==> src/cmv_pkg.sv <==
package cmv_pkg;

  // Core clock and derived link timing
  localparam int CLK_PERIOD_NS = 4;
  localparam int READY_TIME_NS = 1000;
  localparam int READY_CYC     = (READY_TIME_NS + CLK_PERIOD_NS - 1) / CLK_PERIOD_NS;

  // Frame layout as seen on the serial link
  localparam logic [7:0] HDR_LAST_BIT = 8'd55;
  localparam logic [7:0] HDR_BITS     = 8'd56;
  localparam int         RX_TAG       = 55;
  localparam int         RX_S1V       = 54;
  localparam int         RX_S2V       = 53;
  localparam int         RX_RW        = 39;
  localparam int         RX_IDX_HI    = 38;
  localparam int         RX_IDX_LO    = 32;
  localparam int         RX_DAT_HI    = 19;
  localparam int         RX_DAT_LO    = 4;

  // Capability register
  localparam logic [6:0]  IDX_CAP   = 7'h00;
  localparam logic [15:0] CAP_VALUE = 16'h1990;

  // Register slots held in flip-flops
  localparam int NSTEREO   = 5;
  localparam int NREG      = 12;
  localparam int SL_MASTER = 0;
  localparam int SL_ALT    = 1;
  localparam int SL_MONO   = 2;
  localparam int SL_BEEP   = 3;
  localparam int SL_PHONE  = 4;
  localparam int SL_MIC    = 5;
  localparam int SL_STEREO = 6;
  localparam int SL_GP     = 11;

  localparam logic [6:0] REG_IDX [NREG] = '{7'h02, 7'h04, 7'h06, 7'h0a, 7'h0c, 7'h0e,
                                            7'h10, 7'h12, 7'h14, 7'h16, 7'h18, 7'h20};
  localparam logic [15:0] REG_RST [NREG] = '{16'h8000, 16'h8000, 16'h8000, 16'h0000, 16'h8008, 16'h8008,
                                             16'h8808, 16'h8808, 16'h8808, 16'h8808, 16'h8808, 16'h0000};
  localparam logic [15:0] REG_MASK [NREG] = '{16'hbf3f, 16'hbf3f, 16'h803f, 16'h801e, 16'h801f, 16'h805f,
                                              16'h9f1f, 16'h9f1f, 16'h9f1f, 16'h9f1f, 16'h9f1f, 16'h0100};

  // Field positions
  localparam int         MUTE_BIT  = 15;
  localparam int         BOOST_BIT = 6;
  localparam int         PICK_BIT  = 8;
  localparam int         SAT_L_BIT = 13;
  localparam int         SAT_R_BIT = 5;
  localparam logic [5:0] SAT_CODE  = 6'h1f;

  typedef enum logic [1:0] {
    LK_COLD = 2'b00,
    LK_WAIT = 2'b01,
    LK_UP   = 2'b11
  } cmv_link_t;

  typedef struct packed {
    logic       rd;
    logic       wr;
    logic [6:0] idx;
    logic [15:0] data;
  } cmv_cmd_t;

  typedef struct packed {
    logic                      master_mute;
    logic [5:0]                left_out_atten;
    logic [5:0]                right_out_atten;
    logic                      alt_mute;
    logic [5:0]                alt_left_atten;
    logic [5:0]                alt_right_atten;
    logic                      mono_mute;
    logic [5:0]                mono_atten;
    logic                      beep_mute;
    logic [3:0]                beep_level;
    logic                      phone_mute;
    logic [4:0]                phone_gain;
    logic                      first_microphone_mute;
    logic                      second_microphone_mute;
    logic                      mic_boost;
    logic [4:0]                mic_gain;
    logic [NSTEREO-1:0]        stereo_mute;
    logic [NSTEREO-1:0][4:0]   left_input_gain;
    logic [NSTEREO-1:0][4:0]   right_input_gain;
  } cmv_mix_t;

endpackage

==> src/cmv_edge.sv <==
module cmv_edge import cmv_pkg::*; (
  // Clock and reset
  input  wire logic ref_clk,
  input  wire logic rst,
  // Synchronised level and its edges
  input  wire logic lvl,
  output logic      rise,
  output logic      fall
);

  logic prev_r;

  always_ff @(posedge ref_clk) begin
    if (rst) begin
      prev_r <= 1'b0;
    end else begin
      prev_r <= lvl;
    end
  end

  assign rise = lvl & ~prev_r;
  assign fall = prev_r & ~lvl;

endmodule // cmv_edge

==> src/cmv_mixer_regs.sv <==
// Functional notes
// - Capability index zero always reads 1990h
// - Write to index zero restores all defaults
// - Spatial capability field reads 00110
// - Capture, playback, alternate output flags read one
// - Master: mute, six-bit left, right attenuation
// - Master mute silences outputs; resets 8000h
// - Alternate: mute plus left, right attenuation
// - Alternate bit 13 saturates left to 011111
// - Alternate bit 5 saturates right to 011111
// - Mono: mute, six-bit attenuation, bit 5 saturates
// - Beep: mute, four-bit level, resets 0000h
// - Beep controls ignored while cold reset held
// - Phone: mute, five-bit gain, resets 8008h
// - Mic mute hits the selected microphone
// - Mic: five-bit gain, boost bit 6, 8008h
// - Stereo inputs: one mute for both channels
// - Stereo inputs: five-bit gains, resets 8808h
// - Reserved bits always read zero
// - Read answer comes in next frame slots
// - Accesses ignored while link not ready
module cmv_mixer_regs import cmv_pkg::*; #(
  parameter int READY_NS = READY_TIME_NS
) (
  // Clock and reset
  input  wire logic ref_clk,
  input  wire logic rst,
  // Serial link pins
  input  wire logic bit_clk,
  input  wire logic sync,
  input  wire logic sdata_out,
  input  wire logic cold_reset_n,
  output logic      sdata_in,
  // Mixer controls
  output cmv_mix_t  mix,
  output logic      link_ready
);

  localparam int               RDY_CYC  = (READY_NS + CLK_PERIOD_NS - 1) / CLK_PERIOD_NS;
  // Counter sized from the delay so a long ready time cannot wrap early
  localparam int               RDY_W    = (RDY_CYC > 1) ? $clog2(RDY_CYC) : 1;
  localparam logic [RDY_W-1:0] RDY_LAST = RDY_W'(RDY_CYC - 1);

  logic [3:0]  pin_s;
  logic        bclk_s;
  logic        sync_s;
  logic        sdo_s;
  logic        cold_n_s;
  logic        bc_rise;
  logic        bc_fall;

  cmv_sync #(.W(4)) u_sync (
    .ref_clk (ref_clk),
    .rst     (rst),
    .din     ({bit_clk, sync, sdata_out, cold_reset_n}),
    .dout    (pin_s)
  );

  assign {bclk_s, sync_s, sdo_s, cold_n_s} = pin_s;

  // The link clock is only sampled; its edges become one-cycle enables
  cmv_edge u_edge (
    .ref_clk (ref_clk),
    .rst     (rst),
    .lvl     (bclk_s),
    .rise    (bc_rise),
    .fall    (bc_fall)
  );

  // Link readiness
  cmv_link_t   lk_r;
  cmv_link_t   lk_nxt;
  logic [RDY_W-1:0] rdy_cnt_r;
  logic [RDY_W-1:0] rdy_cnt_nxt;
  logic        cold_act;
  logic        link_up;

  assign cold_act = ~cold_n_s;
  assign link_up  = (lk_r == LK_UP);

  always_comb begin
    lk_nxt      = lk_r;
    rdy_cnt_nxt = rdy_cnt_r;
    case (lk_r)
      LK_COLD: begin
        rdy_cnt_nxt = '0;
        lk_nxt      = LK_WAIT;
      end
      LK_WAIT: begin
        if (rdy_cnt_r == RDY_LAST) begin
          lk_nxt = LK_UP;
        end else begin
          rdy_cnt_nxt = RDY_W'(rdy_cnt_r + 1'b1);
        end
      end
      LK_UP: begin
        lk_nxt = LK_UP;
      end
      default: begin
        lk_nxt = LK_COLD;
      end
    endcase
    if (cold_act) begin
      lk_nxt      = LK_COLD;
      rdy_cnt_nxt = '0;
    end
  end

  always_ff @(posedge ref_clk) begin
    if (rst) begin
      lk_r      <= LK_COLD;
      rdy_cnt_r <= '0;
    end else begin
      lk_r      <= lk_nxt;
      rdy_cnt_r <= rdy_cnt_nxt;
    end
  end

  // Register storage
  logic [15:0] reg_r   [NREG];
  logic [15:0] reg_nxt [NREG];
  cmv_cmd_t    cmd;
  logic        clr_all;
  logic [15:0] rd_data;
  logic [6:0]  rd_idx_r;

  function automatic logic [15:0] sanitize(input int s, input logic [15:0] d);
    logic [15:0] v;
    v = d & REG_MASK[s];
    if (s == SL_ALT && d[SAT_L_BIT]) begin
      v[13:8] = SAT_CODE;
    end
    if ((s == SL_ALT || s == SL_MONO) && d[SAT_R_BIT]) begin
      v[5:0] = SAT_CODE;
    end
    return v;
  endfunction

  function automatic logic [15:0] read_val(input logic [6:0] idx);
    logic [15:0] v;
    v = '0;
    if (idx == IDX_CAP) begin
      v = CAP_VALUE;
    end
    for (int i = 0; i < NREG; i++) begin
      if (idx == REG_IDX[i]) begin
        v = reg_r[i];
      end
    end
    return v;
  endfunction

  // A capability write restores every register default; writes there store nothing
  assign clr_all = cold_act | (cmd.wr & (cmd.idx == IDX_CAP));
  assign rd_data = read_val(rd_idx_r);

  for (genvar g = 0; g < NREG; g++) begin : g_reg
    always_comb begin
      reg_nxt[g] = reg_r[g];
      if (clr_all) begin
        reg_nxt[g] = REG_RST[g];
      end else if (cmd.wr && cmd.idx == REG_IDX[g]) begin
        reg_nxt[g] = sanitize(g, cmd.data);
      end
    end

    always_ff @(posedge ref_clk) begin
      if (rst) begin
        reg_r[g] <= REG_RST[g];
      end else begin
        reg_r[g] <= reg_nxt[g];
      end
    end
  end

  // Frame tracking, command capture and read answer
  logic [7:0]  cnt_r;
  logic [7:0]  cnt_nxt;
  logic        in_frame_r;
  logic        in_frame_nxt;
  logic        sync_prev_r;
  logic        sync_prev_nxt;
  logic [54:0] rx_r;
  logic [54:0] rx_nxt;
  logic [55:0] rx_word;
  logic [55:0] tx_r;
  logic [55:0] tx_nxt;
  logic [55:0] tx_build;
  logic        sdin_nxt;
  logic        rd_pend_r;
  logic        rd_pend_nxt;
  logic [6:0]  rd_idx_nxt;
  logic [7:0]  out_idx;

  assign rx_word  = {rx_r, sdo_s};
  assign out_idx  = 8'(cnt_r + 8'd1);
  assign tx_build = {link_up, rd_pend_r, rd_pend_r, 13'h0000,
                     1'b0, rd_idx_r, 12'h000, rd_data, 4'h0};

  always_comb begin
    cnt_nxt       = cnt_r;
    in_frame_nxt  = in_frame_r;
    sync_prev_nxt = sync_prev_r;
    rx_nxt        = rx_r;
    tx_nxt        = tx_r;
    sdin_nxt      = sdata_in;
    rd_pend_nxt   = rd_pend_r;
    rd_idx_nxt    = rd_idx_r;
    cmd           = '0;
    if (bc_fall) begin
      sync_prev_nxt = sync_s;
      rx_nxt        = rx_word[54:0];
      if (sync_s && !sync_prev_r) begin
        cnt_nxt      = '0;
        in_frame_nxt = 1'b1;
      end else begin
        cnt_nxt = 8'(cnt_r + 8'd1);
      end
      if (in_frame_nxt && cnt_nxt == HDR_LAST_BIT && link_up &&
          rx_word[RX_TAG] && rx_word[RX_S1V]) begin
        cmd.rd   = rx_word[RX_RW];
        cmd.wr   = !rx_word[RX_RW] && rx_word[RX_S2V];
        cmd.idx  = rx_word[RX_IDX_HI:RX_IDX_LO];
        cmd.data = rx_word[RX_DAT_HI:RX_DAT_LO];
      end
      if (cmd.rd) begin
        rd_pend_nxt = 1'b1;
        rd_idx_nxt  = cmd.idx;
      end
    end
    if (bc_rise) begin
      if (!in_frame_r) begin
        sdin_nxt = 1'b0;
      end else if (out_idx == 8'd0) begin
        tx_nxt      = tx_build;
        sdin_nxt    = tx_build[55];
        rd_pend_nxt = 1'b0;
      end else if (out_idx < HDR_BITS) begin
        sdin_nxt = tx_r[6'(8'd55 - out_idx)];
      end else begin
        sdin_nxt = 1'b0;
      end
    end
    // A pending read dies with the link
    if (!link_up) begin
      rd_pend_nxt = 1'b0;
    end
  end

  always_ff @(posedge ref_clk) begin
    if (rst) begin
      cnt_r       <= 8'hff;
      in_frame_r  <= 1'b0;
      sync_prev_r <= 1'b0;
      rx_r        <= '0;
      tx_r        <= '0;
      sdata_in    <= 1'b0;
      rd_pend_r   <= 1'b0;
      rd_idx_r    <= '0;
    end else begin
      cnt_r       <= cnt_nxt;
      in_frame_r  <= in_frame_nxt;
      sync_prev_r <= sync_prev_nxt;
      rx_r        <= rx_nxt;
      tx_r        <= tx_nxt;
      sdata_in    <= sdin_nxt;
      rd_pend_r   <= rd_pend_nxt;
      rd_idx_r    <= rd_idx_nxt;
    end
  end

  // Mixer control outputs, one cycle behind the stored registers
  cmv_mix_t mix_nxt;
  logic     pick_second;

  assign pick_second = reg_r[SL_GP][PICK_BIT];

  always_comb begin
    mix_nxt                        = '0;
    mix_nxt.master_mute            = reg_r[SL_MASTER][MUTE_BIT];
    mix_nxt.left_out_atten         = reg_r[SL_MASTER][13:8];
    mix_nxt.right_out_atten        = reg_r[SL_MASTER][5:0];
    mix_nxt.alt_mute               = reg_r[SL_ALT][MUTE_BIT];
    mix_nxt.alt_left_atten         = reg_r[SL_ALT][13:8];
    mix_nxt.alt_right_atten        = reg_r[SL_ALT][5:0];
    mix_nxt.mono_mute              = reg_r[SL_MONO][MUTE_BIT];
    mix_nxt.mono_atten             = reg_r[SL_MONO][5:0];
    mix_nxt.phone_mute             = reg_r[SL_PHONE][MUTE_BIT];
    mix_nxt.phone_gain             = reg_r[SL_PHONE][4:0];
    mix_nxt.first_microphone_mute  = reg_r[SL_MIC][MUTE_BIT] & ~pick_second;
    mix_nxt.second_microphone_mute = reg_r[SL_MIC][MUTE_BIT] & pick_second;
    mix_nxt.mic_boost              = reg_r[SL_MIC][BOOST_BIT];
    mix_nxt.mic_gain               = reg_r[SL_MIC][4:0];
    // Beep stays at neutral settings while the cold reset pin is held
    if (!cold_act) begin
      mix_nxt.beep_mute  = reg_r[SL_BEEP][MUTE_BIT];
      mix_nxt.beep_level = reg_r[SL_BEEP][4:1];
    end
    for (int i = 0; i < NSTEREO; i++) begin
      mix_nxt.stereo_mute[i]      = reg_r[SL_STEREO + i][MUTE_BIT];
      mix_nxt.left_input_gain[i]  = reg_r[SL_STEREO + i][12:8];
      mix_nxt.right_input_gain[i] = reg_r[SL_STEREO + i][4:0];
    end
  end

  always_ff @(posedge ref_clk) begin
    if (rst) begin
      mix        <= '0;
      link_ready <= 1'b0;
    end else begin
      mix        <= mix_nxt;
      link_ready <= link_up;
    end
  end

  // Checks on the design's own behaviour
  AST_CAP_READ: assert property (@(posedge ref_clk) disable iff (rst)
    (rd_idx_r == IDX_CAP) |-> (rd_data == 16'h1990))
    else $error("capability read value wrong");

  AST_CAP_SPATIAL: assert property (@(posedge ref_clk) disable iff (rst)
    (bc_rise && in_frame_r && out_idx == 8'd0 && rd_pend_r && rd_idx_r == IDX_CAP)
    |=> (tx_r[18:14] == 5'b00110))
    else $error("spatial capability field wrong");

  AST_CAP_FLAGS: assert property (@(posedge ref_clk) disable iff (rst)
    (bc_rise && in_frame_r && out_idx == 8'd0 && rd_pend_r && rd_idx_r == IDX_CAP)
    |=> (tx_r[12] && tx_r[11] && tx_r[8]))
    else $error("capability feature flags wrong");

  AST_CAP_WRITE_CLEARS: assert property (@(posedge ref_clk) disable iff (rst)
    (cmd.wr && cmd.idx == IDX_CAP)
    |=> (reg_r[SL_MASTER] == 16'h8000 && reg_r[SL_BEEP] == 16'h0000 && reg_r[SL_STEREO] == 16'h8808)
    ##1 (mix.master_mute && mix.stereo_mute[0]))
    else $error("capability write did not restore defaults");

  AST_ALT_LEFT_SAT: assert property (@(posedge ref_clk) disable iff (rst)
    (cmd.wr && cmd.idx == 7'h04 && cmd.data[13] && !cold_act)
    |=> (reg_r[SL_ALT][13:8] == 6'b011111) ##1 (mix.alt_left_atten == 6'b011111))
    else $error("alternate left not saturated");

  AST_ALT_RIGHT_SAT: assert property (@(posedge ref_clk) disable iff (rst)
    (cmd.wr && cmd.idx == 7'h04 && cmd.data[5] && !cold_act)
    |=> (reg_r[SL_ALT][5:0] == 6'b011111))
    else $error("alternate right not saturated");

  AST_MONO_SAT: assert property (@(posedge ref_clk) disable iff (rst)
    (cmd.wr && cmd.idx == 7'h06 && cmd.data[5] && !cold_act)
    |=> (reg_r[SL_MONO][5:0] == 6'b011111))
    else $error("mono attenuation not saturated");

  AST_BEEP_COLD: assert property (@(posedge ref_clk) disable iff (rst)
    cold_act [*2] |-> (mix.beep_mute == 1'b0 && mix.beep_level == 4'h0))
    else $error("beep controls active during cold reset");

  AST_MIC_PICK: assert property (@(posedge ref_clk) disable iff (rst)
    reg_r[SL_MIC][MUTE_BIT]
    |=> (mix.second_microphone_mute == $past(reg_r[SL_GP][PICK_BIT])) &&
        (mix.first_microphone_mute != $past(reg_r[SL_GP][PICK_BIT])))
    else $error("mic mute on wrong input");

  AST_RESERVED_ZERO: assert property (@(posedge ref_clk) disable iff (rst)
    ((reg_r[SL_MASTER] & 16'h40c0) == 16'h0000) && ((reg_r[SL_STEREO] & 16'h60e0) == 16'h0000))
    else $error("reserved bits stored");

  AST_READ_ANSWER: assert property (@(posedge ref_clk) disable iff (rst)
    (bc_rise && in_frame_r && out_idx == 8'd0 && rd_pend_r && link_up)
    |=> (tx_r[54] && tx_r[53] && tx_r[38:32] == $past(rd_idx_r) && !rd_pend_r))
    else $error("read answer not placed in frame");

  AST_NOT_READY_IGNORED: assert property (@(posedge ref_clk) disable iff (rst)
    !link_up |-> (!cmd.wr && !cmd.rd) ##1 !rd_pend_r)
    else $error("access taken while link not ready");

endmodule // cmv_mixer_regs

==> src/cmv_sync.sv <==
module cmv_sync import cmv_pkg::*; #(
  parameter int W = 1
) (
  // Clock and reset
  input  wire logic         ref_clk,
  input  wire logic         rst,
  // Levels
  input  wire logic [W-1:0] din,
  output logic      [W-1:0] dout
);

  logic [W-1:0] meta_r;

  // Only the second stage is read outside this module
  always_ff @(posedge ref_clk) begin
    if (rst) begin
      meta_r <= '0;
      dout   <= '0;
    end else begin
      meta_r <= din;
      dout   <= meta_r;
    end
  end

endmodule // cmv_sync
==> config.mk <==
export PLATFORM = sky130hd
export DESIGN_NAME = cmv_mixer_regs
export DESIGN_NICKNAME = d
export VERILOG_FILES = /design/src/cmv_pkg.sv /design/src/cmv_edge.sv /design/src/cmv_mixer_regs.sv /design/src/cmv_sync.sv
export SDC_FILE = /design/constraint.sdc
export NUM_CORES = 1
export LEC_CHECK = 0
export BUFFER_PORTS_ARGS = -buffer_cell sky130_fd_sc_hd__buf_2
export CAP_MARGIN = 10
export CORE_MARGIN = 2
export CORE_UTILIZATION = 36
export DETAILED_ROUTE_END_ITERATION = 8
export GPL_TIMING_DRIVEN = 0
export SLEW_MARGIN = 0
export SYNTH_ARGS = -nofsm -noshare
export SYNTH_HDL_FRONTEND = slang
export SYNTH_HIERARCHICAL = 1
export SYNTH_SLANG_ARGS = --single-unit
==> constraint.sdc <==
create_clock -name ref_clk -period 6.7 [get_ports ref_clk]
set_input_delay 0.67 -clock ref_clk [delete_from_list [all_inputs] [get_ports ref_clk]]
set_output_delay 0.67 -clock ref_clk [all_outputs]
set_load 0.1 [all_outputs]
* Word level (Yosys, flattened, before mapping)
Memory sizes are Yosys's and may differ from the RTL's.
Index checks and enable logic that the tools add are counted.
** Cells by class
- $add $sub $neg :: 3
- $lt $le $gt $ge :: 2
- Eq/ne operators :: 30
- Multiplexer cells :: 75
- Bitwise gates (word level) :: 23
- Reduce and logical (&&, ||, !) cells :: 30
** Operator list (count)
- $mux W16 :: 48
- $eq A7 B5 Y1 const B :: 10
- $mux W25 :: 2
- $eq A7 B4 Y1 const B :: 6
- $eq A7 B3 Y1 const B :: 4
- $mux W24 :: 1
- $mux W8 :: 3
- $logic_and A1 B1 Y1 :: 18
- $add A8 B1 Y8 const B :: 2
- $pmux W8 S2 :: 1
- $eq A7 B2 Y1 const B :: 2
- $eq A7 B6 Y1 const B :: 2
- $logic_not A7 Y1 :: 2
- $mux W1 :: 14
- $mux W13 :: 1
- $or A1 B1 Y1 :: 13
- $mux W5 :: 2
- $eq A8 B6 Y1 const B :: 1
- $eq A8 B8 Y1 const B :: 1
- $logic_not A8 Y1 :: 1
- $lt A8 B6 Y1 const B :: 1
- $lt A6 B7 Y1 const B :: 1
- $bmux W1 S6 :: 1
- $pmux W2 S3 :: 1
- 13 further kinds :: 25
** Word-level totals
- Bits in registers :: 227
- Bits in writable memories :: 192
- Input bits :: 6
- Output and inout port bits :: 109
- Word-level logic and storage cells :: 205
- Memories :: 1
** Memory list
- reg_r :: depth 12, bits a word 16, rd ports 12, clocked after memory_dff 0, write ports 12, RTL line cmv_mixer_regs.sv:120 : logic [15:0] reg_r [NREG];

* Logic depth before layout (Yosys ltp)
- Depth after elaboration :: 17
- Gate-level depth with buffers :: 10
- Gate-level depth less buffers :: 8

* By module
The synthesis kept the hierarchy.
** By module, submodules not included
- cmv_mixer_regs :: times used 1, cells an instance 1420, area an instance 12742.2 um2, seq. area each 6346.1 um2
- cmv_sync :: times used 1, cells an instance 16, area an instance 210.2 um2, seq. area each 160.2 um2
- cmv_edge :: times used 1, cells an instance 4, area an instance 38.8 um2, seq. area each 20.0 um2

* Worst setup path before layout
Ideal clock, no wire load.
- Path type :: register -> register
- Start :: reg cnt_r[1]
- End :: reg tx_r[7]
- Library setup time :: 0.075 ns
- Arrival time :: 2.750 ns
- Data required time :: 6.625 ns
- Setup slack :: 3.875 ns
- Stages on the path, launching flop included :: 9
- Path buffers :: 2
- Period minus slack after synthesis :: 2.825 ns
- Cells stage by stage :: dfxtp_1 -> ha_1 -> clkbuf_1 -> nand3_1 -> o31a_1 -> or4b_1 -> buf_2 -> or4_4 -> o22ai_1
** On the way
- Cells in the longest elaborated chain, start to end :: 3
** Ends and longest elaborated chain
- start, declared :: RTL line cmv_mixer_regs.sv:177 : logic [7:0] cnt_r;
- start signal, assigned :: RTL line cmv_mixer_regs.sv:261 : cnt_r <= cnt_nxt;
- $add A8 B1 Y8 :: RTL line cmv_mixer_regs.sv:196 : assign out_idx = 8'(cnt_r + 8'd1);
- $logic_not A8 Y1 :: RTL line cmv_mixer_regs.sv:234 : end else if (out_idx == 8'd0) begin
- $reduce_and A3 Y1 (no line)
- end signal, assigned :: RTL line cmv_mixer_regs.sv:265 : tx_r <= tx_nxt;
- end, declared :: RTL line cmv_mixer_regs.sv:186 : logic [55:0] tx_r;
Every way passes these cells.
A chain may end at the register's enable or synchronous reset.

==> run_results.csv <==
group,metric,value,unit
global_route,antenna_found_initial,0,
clock_tree,cts_resized,0,
die,dieArea,37600,um2
clock_tree,insertion_delay,0.53,ns
pwr,fin_total_pwr,4.25,mW
sta,relSlewSlack,0.236,
clock_tree,hold_buffers,0,
finish,area_growth,18.8,%
clock_tree,clkTransAtPathRegs,0.06,ns
global_route,grt_pass1_wl,67700,um
synthesis,synth_edf_count,0,
sta,whs,0.368,ns
placed_design,pre_cts_slack,2.40,ns
critical_path,cp_max_fo,10,
pwr,power_frac_comb,0.040,
synthesis,synthAdderAreaFrac,0.00482,
clock_tree,post_cts_buffers,0,
sta,finalHoldViolCount,0,
synthesis,synth_top_area_cell,"dfxtp_1",
synthesis,ys_seq_area_frac,0.502,
synthesis,synth_compound_area_frac,0.135,
critical_path,startpoint_type,"register",
finish,final_area,15400,um2
placed_design,placed_cell_area,14100,um2
finish,drive_gt1_frac,0.129,
pwr,power.switching,0.949,mW
synthesis,muxShareOfSynthArea,0.0760,
placed_design,place_inst,2014,
sta,setup_viol,0,
critical_path,cp-end-kind,"register",
finish,insertedDiodeCount,0,
sta,min_period,4.40,ns
global_route,grt_max_degree,15,
pwr,seqPwrFrac,0.460,
sta,tns,0,ns
sta,period_share,0.656,
pwr,ir_worst_vdd,0.203,mV
placed_design,place_hpwl,34100,um
sta,fin_skew,0.0365,ns
finish,fin_nets,1602,
route,postRouteAntennaNets,0,
synthesis,ys_ff_latch,326,
global_route,grt_overflow_total,0,
placed_design,numPortBuffers,111,
critical_path,crit_type,"register to register",
pwr,power_density,275,nW/um2
route,first_pass_iters,6,
pwr,switching_share,0.223,
clock_tree,cts_buffers,36,
sta,tightest_slew,1.14,ns
die,die_h,194,um
finish,post-route-util,0.434,
clock_tree,clockBufferDepth,3,
route,drt-initial-drc-count,942,
global_route,grt_use_total,0.236,
die,row_count,69,
sta,setup_slack,2.30,ns
sta,max_freq,227,MHz
pwr,clkPwrFrac,0.501,
flow_run,max_cap_violations,0,
global_route,grt_pass1_vias,10700,
route,vias,11400,
min_path,hp-class,"input pin to register",
finish,mostFrequentLayoutCell,"dfxtp_1",
die,initial_core_util,0.365,
finish,finalNonFillerCells,2077,
synthesis,yosys_warnings,6,
clock_tree,htreeDepth,2,
critical_path,cp_data_required_time,7.08,ns
route,wirelength,45500,um
synthesis,syn_area,13000,um2
pwr,p_leak,5.87,nW
synthesis,synth_xor_area_frac,0.00809,
die,core-area,35600,um2
synthesis,ys.flop_type,"dfxtp_1",
synthesis,synth-simple-area-share,0.231,
sta,rsz0062_at_grt,"false",
route,avgViaCountPerCell,5.47,
synthesis,synth_cell_types,73,
placed_design,gp_congestion,0.986,
route,wl_per_cell,21.9,um
synthesis,synth.area.top_cells,"dfxtp_1 (50%), mux2i_1 (6.5%), nor2b_1 (5.2%)",
synthesis,synth_cells,1440,
clock_tree,cts_tree,"built",
synthesis,synth_top_family_by_area,"simple AND/OR/NAND/NOR gates",
run_status,status,"complete, no violations",
synthesis,async_reset_ff_frac,0,
synthesis,netlist.area_leader.share,0.502,
die,die_x,194,um
die,io_pins,115,
clock_tree,cts_num_sinks,326,
synthesis,syn_area_per_cell,9.02,um2
clock_tree,cts_root_buf,"clkbuf_16",
route,drc,0,
sta,report.final.slew_viol_count,0,
critical_path,cp.arrival,4.78,ns
pwr,p_int,3.30,mW
finish,final_cell_mix,"dfxtp_1 (326), nand2_1 (148), nor2_1 (137)",
[sequential cells by signal (all words and copies together), names as in the netlist, 2 cells and up]
| name | cells |
|---|---|
| rd_idx_r | 7 |
| rdy_cnt_r | 8 |
| lk_r | 2 |
| mix | 104 |
| reg_r | 104 |
| rx_r | 55 |
| cnt_r | 8 |
| tx_r | 24 |
| u_sync/meta_r | 4 |
| u_sync/dout | 4 |
[kinds of logic (layout without fill, tap and decap cells)]
kind of cell | count (synthesis) | count (layout)
AOI/OAI and AO/OA | 274 | 274
xor gates and xnor gates | 12 | 12
adders and majority gates | 5 | 5
buffers and inverters | 138 | 312
DFF | 326 | 326
muxes | 93 | 93
other | 1 | 3
and+or+nand+nor | 591 | 591
[power groups by stage]
stage	combinational (mW)	sequential, mW	clock (mW)
after detailed placement	0.169	2.00	0
after floorplan	0.0762	2.05	0
after CTS	0.169	1.95	2.16
final	0.169	1.95	2.13
after global placement	0.168	2.00	0
after global routing	0.179	1.95	2.24
[metal layers]
metal,track usage,up-vias,share of wire
li1,-,5334,-
met1,0.307,5391,0.43
met2,0.382,490,0.45
met3,0.0353,139,0.062
met4,0.121,0,0.057
met5,0,-,0
[synthesized netlist by cell type, types with 9 or more instances]
library cell,number
a21oi_1,122
and2_1,21
and3_1,14
buf_1,11
clkbuf_1,93
dfxtp_1,326
inv_1,19
mux2i_1,84
nand2_1,148
nand2b_1,10
nand3_1,61
nand4_1,21
nor2_1,137
nor2b_1,109
nor3_1,13
nor3b_1,10
nor4_1,9
o2111ai_1,16
o211ai_1,21
o21ai_0,29
o22ai_1,15
[final timing paths]
| check | from | cells past startpoint | slack (ns) | to |
|---|---|---|---|---|
| min reg2reg | u_sync/meta_r[2]$_SDFF_PP0_ | 1 | 0.43 | u_sync/dout[2]$_SDFF_PP0_ |
| min | sdata_out | 2 | 0.37 | u_sync/meta_r[1]$_SDFF_PP0_ |
| max | cnt_r[1]$_SDFFE_PP1P_ | 8 | 2.30 | reg_r[2][0]$_SDFFE_PP0P_ |
| max reg2reg | cnt_r[1]$_SDFFE_PP1P_ | 8 | 2.30 | reg_r[2][0]$_SDFFE_PP0P_ |
[cell type report]
cell class	instances	area, um2
multi-input combinational	978	5930
tap	461	577
sequential	326	6530
timing repair buffer	111	556
fill	3534	20100
clock buffer	49	1070
inverter	19	71.3
buffer	119	480
clock inverter	14	219
[worst max-delay path: stages (launching register included)]
cell and delay [ns]:
dfxtp_1 0.48, ha_1 0.20, clkbuf_1 0.34, nand3_1 0.31, o31ai_1 1.02, nand3_1 0.49
o21ai_2 0.72, clkbuf_1 0.58, nor2_1 0.12
(Power assumes the default switching activity.)
